File: config.mk
export PLATFORM = sky130hd
export DESIGN_NAME = bha_arbiter
export DESIGN_NICKNAME = d
export VERILOG_FILES = /design/src/inc/bha_pkg.sv /design/src/inc/bha_need_if.sv /design/src/rtl/bha_need_stat.sv /design/src/rtl/bha_arbiter.sv
export SDC_FILE = /design/constraint.sdc
export NUM_CORES = 1
export LEC_CHECK = 0
export CAP_MARGIN = 20
export CORE_AREA = 8 8 45 47
export DETAILED_ROUTE_END_ITERATION = 16
export DIE_AREA = 0 0 53 55
export DONT_BUFFER_PORTS = 1
export PLACE_DENSITY_LB_ADDON = 0.3
export SETUP_SLACK_MARGIN = 0.02
export SLEW_MARGIN = 5
export SYNTH_ARGS = -nofsm -noshare
export SYNTH_HDL_FRONTEND = slang
export SYNTH_HIERARCHICAL = 1
export SYNTH_SLANG_ARGS = --single-unit
File: constraint.sdc
create_clock -name clock -period 0.8 [get_ports clock]
set_input_delay 0.12 -clock clock [delete_from_list [all_inputs] [get_ports clock]]
set_output_delay 0.12 -clock clock [all_outputs]
set_load 0.02 [all_outputs]
File: src/inc/bha_pkg.sv
// Purpose: Shared constants and types for the bus hold and status arbiter
// Assumes: Single 50 MHz clock domain
// Notes:   Bus state codes mirror the processor bus sequencer
package bha_pkg;
  localparam logic       RST_GRANT = 1'h0;
  localparam logic       RST_NEED  = 1'h0;
  localparam logic       RST_LOCK  = 1'h0;
  localparam logic       RST_FLOAT = 1'h0;
  localparam logic [1:0] RST_SYNC  = 2'h0;
  // Pin synchroniser starts at the idle (deasserted) pin level, so no false reset follows
  localparam logic [1:0] RST_PIN   = 2'h3;

  typedef enum logic [1:0] {
    BHA_OWN  = 2'h0,
    BHA_HOLD = 2'h1
  } bha_own_t;

  typedef enum logic [1:0] {
    BHA_LK_IDLE = 2'h0,
    BHA_LK_READ = 2'h1,
    BHA_LK_WRITE = 2'h2
  } bha_lock_t;
endpackage

File: src/inc/bha_need_if.sv
// Purpose: Carries bus-need causes between the arbiter and its status unit
// Assumes: One clock domain
// Notes:   need is registered in the status unit
`timescale 1ns/100ps
interface bha_need_if;
  logic queue_full;   // Bus queue full
  logic fetch_busy;   // Fetch pending or on the bus
  logic load_issued;  // Load posted to bus control unit
  logic drain_op;     // Queue-draining special operation
  logic need;         // Registered bus-need status
  modport src (output queue_full, output fetch_busy, output load_issued,
               output drain_op, input need);
  modport stat (input queue_full, input fetch_busy, input load_issued,
                input drain_op, output need);
endinterface

File: src/rtl/bha_need_stat.sv
// Purpose: Registers the bus-need status from its causes
// Assumes: Causes come from same-clock logic
// Notes:   Stores alone never appear as a cause unless they fill the queue
`timescale 1ns/100ps
module bha_need_stat (
  input  wire logic clock,  // System clock
  input  wire logic rst_n,  // Synchronised reset, active low
  bha_need_if.stat  nif     // Need causes and status
);
  typedef struct packed {
    logic need;
  } bha_ns_st_t;

  bha_ns_st_t st;
  bha_ns_st_t next_st;

  always_comb begin
    next_st = st;
    // Any edge may change it; the far side treats it only as a warning
    next_st.need = nif.queue_full
                 | nif.fetch_busy
                 | nif.load_issued
                 | nif.drain_op;
  end

  always_ff @(posedge clock or negedge rst_n) begin
    if (!rst_n) begin
      st.need <= bha_pkg::RST_NEED;
    end else begin
      st <= next_st;
    end
  end

  assign nif.need = st.need;
endmodule

File: src/rtl/bha_arbiter.sv
// Purpose: Processor-side bus hold handshake, lock and bus-need status
// Assumes: Hold request meets setup and hold on clock; nrst is asynchronous
// Notes:   Grant is registered, so it rises at the edge that samples the request

`timescale 1ns/100ps

// Notes on behaviour
// - Grant hold requests while reset is active
// - Reset waits until granted hold fully ends
// - Full bus queue raises bus-need status
// - Pending or active fetch raises bus-need
// - Issued load, including atomic read, raises it
// - Queue-draining special operations raise bus-need
// - Status may change any edge; only a hint
// - Plain stores do not raise bus-need
// - Atomic read sets lock; hold then ignored
// - Grant and float on recognising edge when idle
// - Drop grant on edge request is withdrawn
// - Never drop grant just to regain bus
// - Lock drops with last write transfer flag
module bha_arbiter (
  input  wire logic clock,              // System clock, 50 MHz
  input  wire logic nrst,               // Reset, active low, asynchronous
  input  wire logic reset_pin_n,        // Processor reset pin, active low, async
  input  wire logic bus_req,            // Alternate master hold request, sync
  input  wire logic idle_bus_state,     // Bus sequencer in idle state
  input  wire logic recovery_bus_state, // Bus sequencer in last recovery state
  input  wire logic queue_full,         // Bus queue in control unit is full
  input  wire logic fetch_busy,         // Fetch pending or on the bus
  input  wire logic load_issued,        // Load or atomic read posted
  input  wire logic drain_op,           // Special op draining the queue
  input  wire logic atomic_read_start,  // First cycle of atomic read
  input  wire logic atomic_write_last,  // Final write transfer of atomic
  output logic      bus_grant_ack,      // Bus surrendered to alternate master
  output logic      bus_float,          // Float processor bus outputs
  output logic      lock_out,           // Locked atomic access in progress
  output logic      bus_need_status,    // Processor may soon stall
  output logic      last_transfer_flag, // Last transfer indication
  output logic      reset_active        // Core may run reset activity
);
  typedef struct packed {
    logic [1:0]          rst_sync;
    logic [1:0]          pin_sync;
    bha_pkg::bha_own_t   own;
    bha_pkg::bha_lock_t  lk;
    logic                grant;
    logic                float_q;
    logic                lock;
    logic                last_q;
    logic                rst_act;
    logic                need_q;
  } bha_arb_st_t;

  bha_arb_st_t st;
  bha_arb_st_t next_st;
  logic        rst_n;
  logic        pin_rst;
  bha_need_if  nif ();

  assign nif.queue_full  = queue_full;
  assign nif.fetch_busy  = fetch_busy;
  assign nif.load_issued = load_issued;
  assign nif.drain_op    = drain_op;

  bha_need_stat u_need (
    .clock (clock),
    .rst_n (rst_n),
    .nif   (nif)
  );

  // Reset release synchroniser kept outside the struct so it can clear it
  logic [1:0] rsync;
  always_ff @(posedge clock or negedge nrst) begin
    if (!nrst) begin
      rsync <= bha_pkg::RST_SYNC;
    end else begin
      rsync <= {rsync[0], 1'h1};
    end
  end
  assign rst_n   = rsync[1];
  assign pin_rst = ~st.pin_sync[1];

  always_comb begin
    next_st          = st;
    next_st.rst_sync = rsync;
    next_st.pin_sync = {st.pin_sync[0], reset_pin_n};
    next_st.last_q   = atomic_write_last;
    next_st.need_q   = nif.need;
    unique case (st.own)
      bha_pkg::BHA_OWN: begin
        // Bus idle during reset, so requests are served then too
        if (bus_req && !st.lock && (idle_bus_state || recovery_bus_state || pin_rst)) begin
          next_st.own     = bha_pkg::BHA_HOLD;
          next_st.grant   = 1'h1;
          next_st.float_q = 1'h1;
        end
      end
      bha_pkg::BHA_HOLD: begin
        // Own need is shown only on the status line, never by releasing
        if (!bus_req) begin
          next_st.own     = bha_pkg::BHA_OWN;
          next_st.grant   = 1'h0;
          next_st.float_q = 1'h0;
        end
      end
      default: begin
        next_st.own = bha_pkg::BHA_OWN;
      end
    endcase
    // Reset work stalls until the hold handshake has fully unwound
    // Resumes only the edge after the grant has actually been dropped
    next_st.rst_act = pin_rst && (st.own == bha_pkg::BHA_OWN)
                      && (next_st.own == bha_pkg::BHA_OWN);
    unique case (st.lk)
      bha_pkg::BHA_LK_IDLE: begin
        if (atomic_read_start) begin
          next_st.lk   = bha_pkg::BHA_LK_READ;
          next_st.lock = 1'h1;
        end
      end
      bha_pkg::BHA_LK_READ, bha_pkg::BHA_LK_WRITE: begin
        next_st.lk = bha_pkg::BHA_LK_WRITE;
        if (atomic_write_last) begin
          next_st.lk   = bha_pkg::BHA_LK_IDLE;
          next_st.lock = 1'h0;
        end
      end
      default: begin
        next_st.lk   = bha_pkg::BHA_LK_IDLE;
        next_st.lock = 1'h0;
      end
    endcase
  end

  always_ff @(posedge clock or negedge rst_n) begin
    if (!rst_n) begin
      st.rst_sync <= bha_pkg::RST_SYNC;
      st.pin_sync <= bha_pkg::RST_PIN;
      st.own      <= bha_pkg::BHA_OWN;
      st.lk       <= bha_pkg::BHA_LK_IDLE;
      st.grant    <= bha_pkg::RST_GRANT;
      st.float_q  <= bha_pkg::RST_FLOAT;
      st.lock     <= bha_pkg::RST_LOCK;
      st.last_q   <= 1'h0;
      st.rst_act  <= 1'h0;
      st.need_q   <= bha_pkg::RST_NEED;
    end else begin
      st <= next_st;
    end
  end

  assign bus_grant_ack      = st.grant;
  assign bus_float          = st.float_q;
  assign lock_out           = st.lock;
  assign bus_need_status    = st.need_q;
  assign last_transfer_flag = st.last_q;
  assign reset_active       = st.rst_act;
endmodule

Word level (Yosys, flattened, before mapping)
Cells that the tools add are included.

Register bits after elaboration: 15. Bits of input ports: 12.

Equal/unequal tests: 7. Mux-type cells: 12. Bitwise operators: 4. Reduce and logical (&&, ||, !) cells: 14.

Operators with widths (number): 2-to-1 mux 2 bit (6); one-hot mux 2 bit (2 select lines) (3); != test 2 bit (second input constant) (4); logical NOT 2 bit (3); equality test 2 x 1 -> 1 bit (second input constant) (2); logical AND 1 bit (4); OR 1 bit (3); AND reduction 3 bit (1); equality test 2 bit (second input constant) (1); logical OR 1 bit (2); 2-to-1 mux 1 bit (2); one-hot mux 1 bit (2 select lines) (1); AND reduction 2 bit (1); nonzero test 2 bit (1); OR reduction 2 bit (1); logical NOT 1 bit (1); inverter 1 bit (1).

Depth between registers and ports, before layout
Gate-level depths: netlist of run 1.

Word-level depth: 7. Mapped depth: 5. Mapped depth without buffers: 5.

Modules after synthesis
The synthesis of run 1 kept the hierarchy.

By module, submodules not included: bha_arbiter (times used 1, cells an instance 36, area each 471.7 um^2); bha_need_stat (times used 1, cells an instance 2, area each 32.5 um^2).

Worst setup path after synthesis of run 1
OpenSTA, ideal clock, no wires.

Kind: flip-flop to flip-flop. From: register st[6] (netlist name). To: register st (netlist bit lock_out). Setup time: 0.121 ns. Arrival time: 0.967 ns. Required time: 0.679 ns. Path slack: -0.289 ns. Cell stages (with the launch flop): 6. Buffers on the path: 0. Cell sequence: dfrtp_1 > inv_1 > ha_1 > nor2b_2 > nor2b_1 > o22a_1.

Word-level cells in the longest chain between the ends: 4. Elaborated cells between the ends (all ways): 8. Classes of those cells: 4 x eq/ne; 1 x mux; 3 x reduce/logical.

Ends and longest elaborated chain: from (decl) (line bha_arbiter.sv:54) `bha_arb_st_t st;`; from (signal assigned) (line bha_arbiter.sv:148) `st <= next_st;`; equality test 2 x 1 -> 1 bit or equality test 2 bit (tied branches) (line bha_arbiter.sv:114) `unique case (st.lk)`; OR reduction 2 bit (line bha_arbiter.sv:114); != test 2 bit (no source line); AND reduction 2 bit (no source line).

Parallel ways exist; a longest one is shown, timed or not. A chain may end at the register's enable or synchronous reset.

Worst setup path in the final report of run 1
Ends and elaborated chain as after synthesis.

==> summary.txt, run 1 <==
Min path
  • HP Class: in -> reg

Layout
  • Fin area: about 700 sq um
  • Commonest cells after routing, fill and taps aside: dfrtp_1, buf_4, dlygate4sd3_1
  • Share of cells above drive strength 1: 0.423
  • Fin nets: 66
  • Layout area overhead: 35.0%
  • Final cell count without fillers: about 70
  • N_diodes: 0
  • Commonest non-fill, non-tap cell in the layout: dfrtp_1

STA
  • Final setup violation count: 11
  • Post-route setup slack: -0.324 ns
  • Maximum clock frequency: about 890 MHz
  • Final period util: 1.40
  • RSZ-0062 raised after global routing: true
  • Setup_tns: -1.63 ns
  • Pins over their slew limit: 0
  • WHS: -0.0465 ns
  • Final Hold Viols: 2
  • Skew final: between 0.001 and 0.0015 ns
  • Period minus WS final: around 1.1 ns

Power
  • Max VDD drop: between 1 and 1.5 mV
  • Pwr Total: 2.23 mW
  • PwrDens: about 3300 mW/mm^2
  • Leakage: between 0.2 and 0.3 nW

Placed design
  • Post-DP HPWL: around 730 microns
  • Gp weighted congestion: about 0.61
  • Input/output buffers: 0
  • Cell Area, Placed: approximately 550 sq um
  • Post-Place Cells: 57

Critical path
  • Reg-to-reg slack, setup: -0.32 ns
  • Crit. End Element: flop
  • CP Launch Type: flop
  • Setup CP Type: reg -> reg
  • Worst R2R Start: st[6]
  • R2R cell count: 5
  • Max FO, Critical Path: 3
  • Critical Path Sink: lock_out
  • Critical Path Start: st[6]
  • Worst EP required: roughly 0.96 ns
  • CP arrival: around 1.3 ns
  • Reg2reg end: lock_out

Routing
  • DRT Pass-1 Iters: 3
  • Total wire length: approximately 1000 microns
  • Per-cell routed wire length: 14.6 microns
  • Post-route ant nets: 0
  • DRC Markers: 0
  • Iteration-0 DRC count of the detailed router: 4
  • Via Count: approximately 320
  • Vias/cell: between 4 and 5

Synthesis
  • Mux cell area share after synthesis: 0
  • FF+latch count, synth: 14
  • Largest family of logic cells by synthesized area: simple AND/OR/NAND/NOR gates
  • Simple-Gate Fraction of Synth Area: 0.146
  • Xor and xnor area share after synthesis: 0
  • Synth Area in Compound Gates: 0.0769
  • Synthesized cell area: 504 sq um
  • Syn Inst Count: 38
  • Syn_nets: 51
  • Ys Warns: 6
  • Post-synth cell types: 20
  • Synth Area per Inst: ~13 sq um
  • Synth Area in Adders: 0.0248
  • Register area share after synthesis: 0.700

Clock tree
  • Clock Sinks: 14
  • Worst-Skew Late Latency: 0.27 ns
  • H-tree levels: 1
  • CTS tree: done
  • Clock transition at the registers of the reported paths: about 0.080 ns
  • CTS buffer count: 3
  • Clock Path Buffers: 2
  • Clock root buffer: clkbuf_4

Die
  • # rows: 14
  • Initial cell density of the core: 0.364
  • DIE AREA: 0.00292 sq mm
  • Core ar.: 0.00138 sq mm
  • Die Wd: roughly 53 microns
  • Io pins: 18
  • Die height: 55 microns

Run
  • Max cap viols: 0

Status
  • Failing checks: negative hold slack, negative setup slack
  • Outcome: finished with violations

Global routing
  • Initial antenna violation count: 0
  • Grt ovf: 0
  • Vias in the first global route: roughly 370
  • Largest net degree at the start of global routing: 13
  • Tot GR Track Use: 0.0787
  • First-pass GRT wire length: 1590 microns
==> logic make-up after synthesis <==
| logic type | count (synthesis) |
|---|---|
| compound gates | 6 |
| buf+inv | 4 |
| other cells | 2 |
| flops | 14 |
| simple gates | 11 |
| fa+ha+maj | 1 |
==> cell usage after synthesis <==
cell	instances	area (sq um)
conb_1	2	7.51
nor4_1	1	6.26
and3b_1	1	8.76
inv_1	3	11.3
buf_4	1	7.51
o31ai_1	1	7.51
or4_1	1	7.51
nor2b_2	1	8.76
o21a_1	1	7.51
nor2_1	1	3.75
nand2b_1	1	6.26
nand2_1	2	7.51
nor2b_1	2	12.5
o21ai_0	1	5.00
dfrtp_1	12	300
ha_1	1	12.5
o22a_1	1	8.76
nor3b_2	1	12.5
o21ai_1	2	10.0
dfstp_2	2	52.6
==> routing by layer <==
metal	routed length [microns]	part of all wire	vias to the layer above	track usage
met5	0	0	-	0
met4	14	0.014	0	0.0517
met3	85	0.085	2	0.0348
met2	565	0.57	10	0.145
met1	331	0.33	157	0.0679
li1	-	-	152	-
==> how the worst min path moves through the flow <==
stage	cells after the start	endpoint	from	slack, ns
floorplan	0	rsync[0]	nrst	-0.18
global placement	0	rsync[0]	nrst	-0.18
detailed placement	0	rsync[0]	nrst	-0.18
CTS	0	last_transfer_flag	atomic_write_last	-0.14
global route	1	u_need/nif.need	load_issued	-0.04
finish	1	u_need/nif.need	load_issued	-0.05
==> report_power, final <==
part | internal (mW) | switching, mW | leakage (nW)
clock network | 0.276 | 0.206 | 0.0210
registers | 0.843 | 0.103 | 0.158
logic | 0.433 | 0.372 | 0.118
total | 1.55 | 0.682 | 0.297
==> critical path: stages, from the launching register on <==
cell and delay [ns]:
dfrtp_1 0.36, inv_2 0.06, ha_4 0.25, nor2b_4 0.15, nor2b_1 0.05, o22a_1 0.15
==> repair_timing <==
action                                  4_1_cts  5_1_grt
hold buffers                                  3        1
pin swaps                                     1        2
resized for setup                             7        2
endpoints found under the setup margin       12       12
buffers inserted                              1        2
hold endpoints to repair                      8        3
==> state kept, by name, indices dropped and copies added, names as in the netlist <==
signal / flops
rsync: 2
lock_out: 1
u_need/nif.need: 1
bus_need_status: 1
bus_grant_ack: 1
next_st: 1
reset_active: 1
st: 5
last_transfer_flag: 1
==> final cells by class <==
type                            count  area, sq um
Multi-Input combinational cell     20          160
Tap cell                           16         20.0
Clock buffer                        4         36.3
Fill cell                         122          703
Inverter                            3         11.3
Timing Repair Buffer               11         96.3
Sequential cell                    14          357
==> per-stage QoR <==
step / util / worst slack (ns)
2_1_floorplan: - / -0.251
3_3_place_gp: 0.399 / -0.263
3_5_place_dp: 0.399 / -0.360
4_1_cts: 0.467 / -0.323
5_1_grt: 0.492 / -0.388
6_report: 0.492 / -0.324
Note: power is estimated with default switching activity, not from simulation.
==> inputs of run 2 (changes only) <==
==> constraint.sdc (replaced) <==
create_clock -name clock -period 0.8 [get_ports clock]
set_input_delay 0.16 -clock clock [delete_from_list [all_inputs] [get_ports clock]]
set_output_delay 0.16 -clock clock [all_outputs]
set_load 0.02 [all_outputs]
==> run 2 against run 1 <==
Compared with the run above:
- power is 7.0% higher
- critical path depth did not move
- clock power is 4.4% higher
- routed wire length increased by 5.8%
- core utilization rose by 0.36 points
- global-route usage up 1.3 points
- clock skew increased by 0.0024 ns
- non-clock buffer count did not move
- flip-flop and latch count stayed put
- fmax down 4.0%
- critical endpoint unchanged
- the run still ends with negative hold slack, negative setup slack left
- first-iteration DRC count is 100% higher
==> summary.txt, run 2 (same netlist as run 1, synthesis figures left out) <==
Layout
  • N_diodes: 0 (unchanged)
  • Top Registers: st: 5 flops, rsync: 2 flops
  • Fin nets: 66 (unchanged)
  • Commonest non-fill, non-tap cell in the layout: dfrtp_1
  • Final cell count without fillers: 68 (unchanged)
  • Share of cells above drive strength 1: 0.423 (unchanged)
  • Fin area: 686 sq um (+0.74%)
  • Finished Core Util: 0.495 (+0.00362)
  • Commonest cells after routing, fill and taps aside: dfrtp_1, dfrtp_2, dlygate4sd3_1, buf_4
  • Largest register FFs: 5 (unchanged)
  • Layout area overhead: 36.0%
  • Largest Register: st

STA
  • RSZ-0062 raised after global routing: true
  • Final Hold Viols: 1 (-1)
  • Skew final: 0.00347 ns (+0.00239 ns)
  • Period minus WS final: 1.17 ns (+0.0472 ns)
  • Setup_tns: -2.10 ns (-0.471 ns)
  • WHS: -0.0173 ns (+0.0292 ns)
  • Maximum clock frequency: 854 MHz (-4.0%)
  • Final setup violation count: 11 (unchanged)
  • Final period util: 1.46 (+0.0590)
  • Pins over their slew limit: 0 (unchanged)
  • Post-route setup slack: -0.371 ns (-0.0472 ns)

Power
  • NetSw: 0.746 mW (+9.4%)
  • Switching portion of total power: 0.312 (+0.00692)
  • Pwr Total: 2.39 mW (+7.0%)
  • Internal: 1.64 mW (+5.9%)
  • PwrDens: 3490 mW/mm^2 (+6.2%)
  • Sequential fraction of design power: 0.404 (-0.020)
  • Clk pwr share: 0.211 (-0.005)
  • Max VDD drop: 1.57 mV (+27%)
  • Logic gate share of total power: 0.385 (+0.025)
  • Leakage: 0.298 nW (+0.22%)

Global routing
  • Largest net degree at the start of global routing: 13 (unchanged)
  • Grt ovf: 0 (unchanged)
  • Vias in the first global route: 396 (+7.9%)
  • First-pass GRT wire length: 1810 microns (+14%)
  • Tot GR Track Use: 0.0916 (+0.0129)
  • Initial antenna violation count: 0 (unchanged)

Critical path
  • Buffers and inverters on the worst path: 1 (unchanged)
  • Slowest cell on crit path: dfrtp_1
  • Crit. End Element: flop
  • CP Launch Type: flop
  • CP arrival: 1.34 ns (+0.06 ns)
  • Worst R2R Start: st[6]
  • CP Cell Sequence: inv_2, ha_4, nor2b_4, nor2b_1, o22a_1
  • Setup CP Type: reg -> reg
  • Worst path top cell family by delay: flip-flops
  • CP max stage delay: 0.37 ns (about the same)
  • Worst EP required: 0.97 ns (about the same)
  • Critical Path Start: st[6]
  • Max FO, Critical Path: 3 (unchanged)

Routing
  • DRC Markers: 0 (unchanged)
  • Via Count: 331 (+3.1%)
  • Per-cell routed wire length: 15.5 microns (+5.8%)
  • Post-route ant nets: 0 (unchanged)
  • Total wire length: 1050 microns (+5.8%)
  • Iteration-0 DRC count of the detailed router: 8 (+4)
  • DRT Pass-1 Iters: 4 (+1)
  • Vias/cell: 4.87 (+3.1%)

Placed design
  • Input/output buffers: 0 (unchanged)
  • Post-DP HPWL: 778 microns (+6.6%)
  • Cell Area, Placed: 561 sq um (+1.6%)
  • Worst slack at placement: -0.366 ns (-0.00587 ns)
  • Gp weighted congestion: 0.613 (+0.67%)
  • Post-Place Cells: 58 (+1.8%)

Status
  • Failing checks: negative hold slack, negative setup slack
  • Outcome: finished with violations

Clock tree
  • H-tree levels: 1 (unchanged)
  • CTS Hold Bufs: 4 (+1)
  • Clock transition at the registers of the reported paths: 0.08 ns (about the same)
  • Clock Sinks: 14 (unchanged)
  • Worst-Skew Late Latency: 0.28 ns (about the same)
  • Clock Path Buffers: 2 (unchanged)
  • Clock root buffer: clkbuf_4
  • CTS tree: done
  • CTS buffer count: 3 (unchanged)

Die
  • # rows: 14 (unchanged)
  • Core ar.: 0.00138 sq mm (unchanged)
  • Die Wd: 53 microns (unchanged)
  • Io pins: 18 (unchanged)
  • DIE AREA: 0.00292 sq mm (unchanged)
  • Die height: 55 microns (unchanged)
  • Initial cell density of the core: 0.364 (unchanged)

Run
  • Max cap viols: 0 (unchanged)

Min path
  • HP Class: in -> reg
  • Worst Hold Launch: load_issued
## run 2: cell counts in the layout (fill, tap and decap cells not counted)
Identical to the previous run, type by type.
## run 2: final timing paths
kind                                        end  cells past startpoint  slack, ns
worst max-delay path                   lock_out                      5      -0.37
worst min-delay path            u_need/nif.need                      1      -0.02
worst max register to register         lock_out                      5      -0.37
worst min register to register    bus_grant_ack                      1       0.16
max in group asynchronous           next_st[11]                      1       0.42
min in group asynchronous              rsync[1]                      1       0.10
## run 2: power by group through the flow
| stage | logic, mW | registers (mW) | clock network, mW |
|---|---|---|---|
| 2_1_floorplan | 0.369 | 1.00 | 0 |
| 3_3_place_gp | 0.582 | 0.948 | 0 |
| 3_5_place_dp | 0.654 | 0.966 | 0 |
| 4_1_cts | 0.853 | 0.966 | 0.502 |
| 5_1_grt | 1.00 | 0.985 | 0.548 |
| 6_report | 0.920 | 0.967 | 0.503 |
## run 2: repair_timing
item                       in CTS  in global routing
gates resized for setup         9                  2
hold endpoints to repair        6                  1
pin swaps                       0                  1
setup endpoints to repair      12                 12
buffers inserted                1                  1
## run 2: metal layers
metal  track usage  vias up  wire, microns
li1              -      150              -
met1        0.0843      165            381
met2         0.154       12            561
met3        0.0401        4             78
met4        0.0776        0             33
met5             0        -              0
## run 2: area by class of cell
type	instances	area [sq um]
clock buffer	4	36.3
sequential	14	358
fill	127	698
timing repair buffer	11	104
multi-input combinational	20	156
tap	16	20.0
inverter	3	11.3
==> inputs of run 3 (changes only) <==
==> constraint.sdc (replaced) <==
create_clock -name clock -period 1.3 [get_ports clock]
set_input_delay 0.26 -clock clock [delete_from_list [all_inputs] [get_ports clock]]
set_output_delay 0.26 -clock clock [all_outputs]
set_load 0.02 [all_outputs]
==> run 3 against run 2 <==
Compared with the run above:
- the flow now finishes without violations
- flip-flop and latch count unchanged
- design area down 15%
- register-to-register slack better by 0.46 ns
- core utilization down 7.4 points
- critical path depth unchanged
- critical path type unchanged
- largest power group unchanged
==> summary.txt, run 3 (same netlist as run 1, synthesis figures left out) <==
Status
  • Outcome: finished clean

STA
  • Final period util: 0.931 (-0.533)
  • Post-route setup slack: 0.0899 ns (+0.461 ns)
  • Skew final: 0.00426 ns (+0.000788 ns)
  • Setup_tns: 0 ns (+2.10 ns)
  • Final setup violation count: 0 (-11)
  • Maximum clock frequency: 826 MHz (-3.2%)
  • Pins over their slew limit: 0 (unchanged)
  • Period minus WS final: 1.21 ns (+0.0392 ns)
  • Final Hold Viols: 0 (-1)
  • RSZ-0062 raised after global routing: false

Routing
  • Per-cell routed wire length: 14.9 microns (-3.8%)
  • Vias/cell: 4.80 (-1.4%)
  • Iteration-0 DRC count of the detailed router: 3 (-5)
  • Total wire length: 895 microns (-15%)
  • Via Count: 288 (-13%)
  • DRT Pass-1 Iters: 3 (-1)
  • Post-route ant nets: 0 (unchanged)
  • DRC Markers: 0 (unchanged)

Placed design
  • Worst slack at placement: 0.113 ns (+0.479 ns)
  • Post-DP HPWL: 753 microns (-3.1%)
  • Cell Area, Placed: 517 sq um (-7.8%)
  • Input/output buffers: 0 (unchanged)
  • Gp weighted congestion: 0.604 (-1.5%)

Die
  • Die height: 55 microns (unchanged)
  • Io pins: 18 (unchanged)
  • # rows: 14 (unchanged)
  • Die Wd: 53 microns (unchanged)
  • DIE AREA: 0.00292 sq mm (unchanged)
  • Core ar.: 0.00138 sq mm (unchanged)
  • Initial cell density of the core: 0.364 (unchanged)

Layout
  • Commonest non-fill, non-tap cell in the layout: dfrtp_1
  • Share of cells above drive strength 1: 0.182 (-0.241)
  • Fillers: 137 (+7.9%)
  • Largest register FFs: 5 (unchanged)
  • Top Registers: st: 5 flops, rsync: 2 flops
  • Largest Register: st
  • Fin nets: 58 (-12%)
  • Fin area: 583 sq um (-15%)
  • N_diodes: 0 (unchanged)
  • Layout area overhead: 15.6%
  • Commonest cells after routing, fill and taps aside: dfrtp_1, inv_1, clkbuf_4, dlygate4sd3_1

Power
  • NetSw: 0.362 mW (-52%)
  • Switching portion of total power: 0.312 (about the same)
  • Internal: 0.797 mW (-52%)
  • Max VDD drop: 0.650 mV (-58%)
  • Pwr Total: 1.16 mW (-52%)
  • Leakage: 0.254 nW (-15%)
  • Clk pwr share: 0.255 (+0.044)
  • Logic gate share of total power: 0.188 (-0.197)
  • Sequential fraction of design power: 0.557 (+0.153)
  • PwrDens: 1990 mW/mm^2 (-43%)

Global routing
  • Largest net degree at the start of global routing: 13 (unchanged)
  • Vias in the first global route: 342 (-14%)
  • First-pass GRT wire length: 1440 microns (-20%)
  • Initial antenna violation count: 0 (unchanged)
  • Grt ovf: 0 (unchanged)
  • Tot GR Track Use: 0.0715 (-0.0201)

Critical path
  • CP arrival: 1.37 ns (+0.03 ns)
  • Worst EP required: 1.46 ns (+0.49 ns)
  • Crit. End Element: flop
  • Max FO, Critical Path: 3 (unchanged)
  • Setup CP Type: reg -> reg
  • CP Launch Type: flop

Min path
  • HP Class: in -> reg

Clock tree
  • H-tree levels: 1 (unchanged)
  • Clock Path Buffers: 2 (unchanged)
  • Clock root buffer: clkbuf_4
  • Post-CTS Setup Repair Bufs: 0 (-1)
  • Clock transition at the registers of the reported paths: 0.08 ns (about the same)
  • Post-CTS sizing: 0 (-9)
  • Worst-Skew Late Latency: 0.27 ns (about the same)
  • CTS buffer count: 3 (unchanged)
  • Clock Sinks: 14 (unchanged)
  • CTS tree: done

Run
  • Max cap viols: 0 (unchanged)
run 3: cell types whose count changed in the layout (fill, tap and decap cells not counted), moves of 2 or more:
| cell | change |
|---|---|
| buf_4 | -4 |
| buf_6 | -3 |
| dfrtp_1 | +4 |
| dfrtp_2 | -4 |
| inv_1 | +2 |
| inv_2 | -2 |
run 3: per-stage QoR:
stage / utilization / hold WS, ns / cells
3_5_place_dp: 0.373 / -0.0355 / 53
5_1_grt: 0.421 / 0.0835 / 60
3_3_place_gp: 0.373 / -0.0355 / 53
6_report: 0.421 / 0.0976 / 60
4_1_cts: 0.421 / 0.0842 / 60
2_1_floorplan: - / -0.0356 / 38
run 3: path summary, 6_finish.rpt:
check / from / endpoint / slack, ns / depth (start not counted)
max in group asynchronous: rsync[1] / st[11] / 0.77 / 0
min in group asynchronous: rsync[1] / st[6] / 0.19 / 0
setup / recovery: st[6] / lock_out / 0.09 / 5
hold reg to reg: rsync[1] / st[6] / 0.19 / 0
setup reg to reg: st[6] / lock_out / 0.09 / 5
hold / removal: load_issued / u_need/nif.need / 0.1 / 1
run 3: metal layers:
metal	part of all wire	global-route usage	wire, microns
met1	0.36	0.0632	323
met2	0.57	0.121	506
met5	0	0	0
met4	0	0.0517	0
met3	0.073	0.0401	65
run 3: what timing repair did:
item / in CTS / in global routing
hold buffers: 3 / 0
hold endpoints to repair: 4 / 0
setup endpoints to repair: 0 / 0
run 3: cell type report:
class / instances / area [sq um] / area share
multi-input combinational: 20 / 133 / 0.227
clock buffer: 4 / 36.3 / 0.0622
sequential: 14 / 353 / 0.605
inverter: 3 / 11.3 / 0.0193
tap: 16 / 20.0 / 0.0343
timing repair buffer: 3 / 30.0 / 0.0515
run 3: critical path: stages (launching register included):
cell     delay, ns
dfrtp_1       0.36
inv_1         0.05
ha_1          0.26
nor2b_2       0.17
nor2b_1       0.07
o22a_1        0.18
run 3: power by group through the flow:
stage          Clock (mW)  Sequential, mW  Combinational [mW]
3_3_place_gp            0           0.651               0.175
3_5_place_dp            0           0.662               0.211
2_1_floorplan           0           0.614               0.204
4_1_cts             0.314           0.652               0.222
5_1_grt             0.331           0.662               0.248
6_report            0.296           0.645               0.218
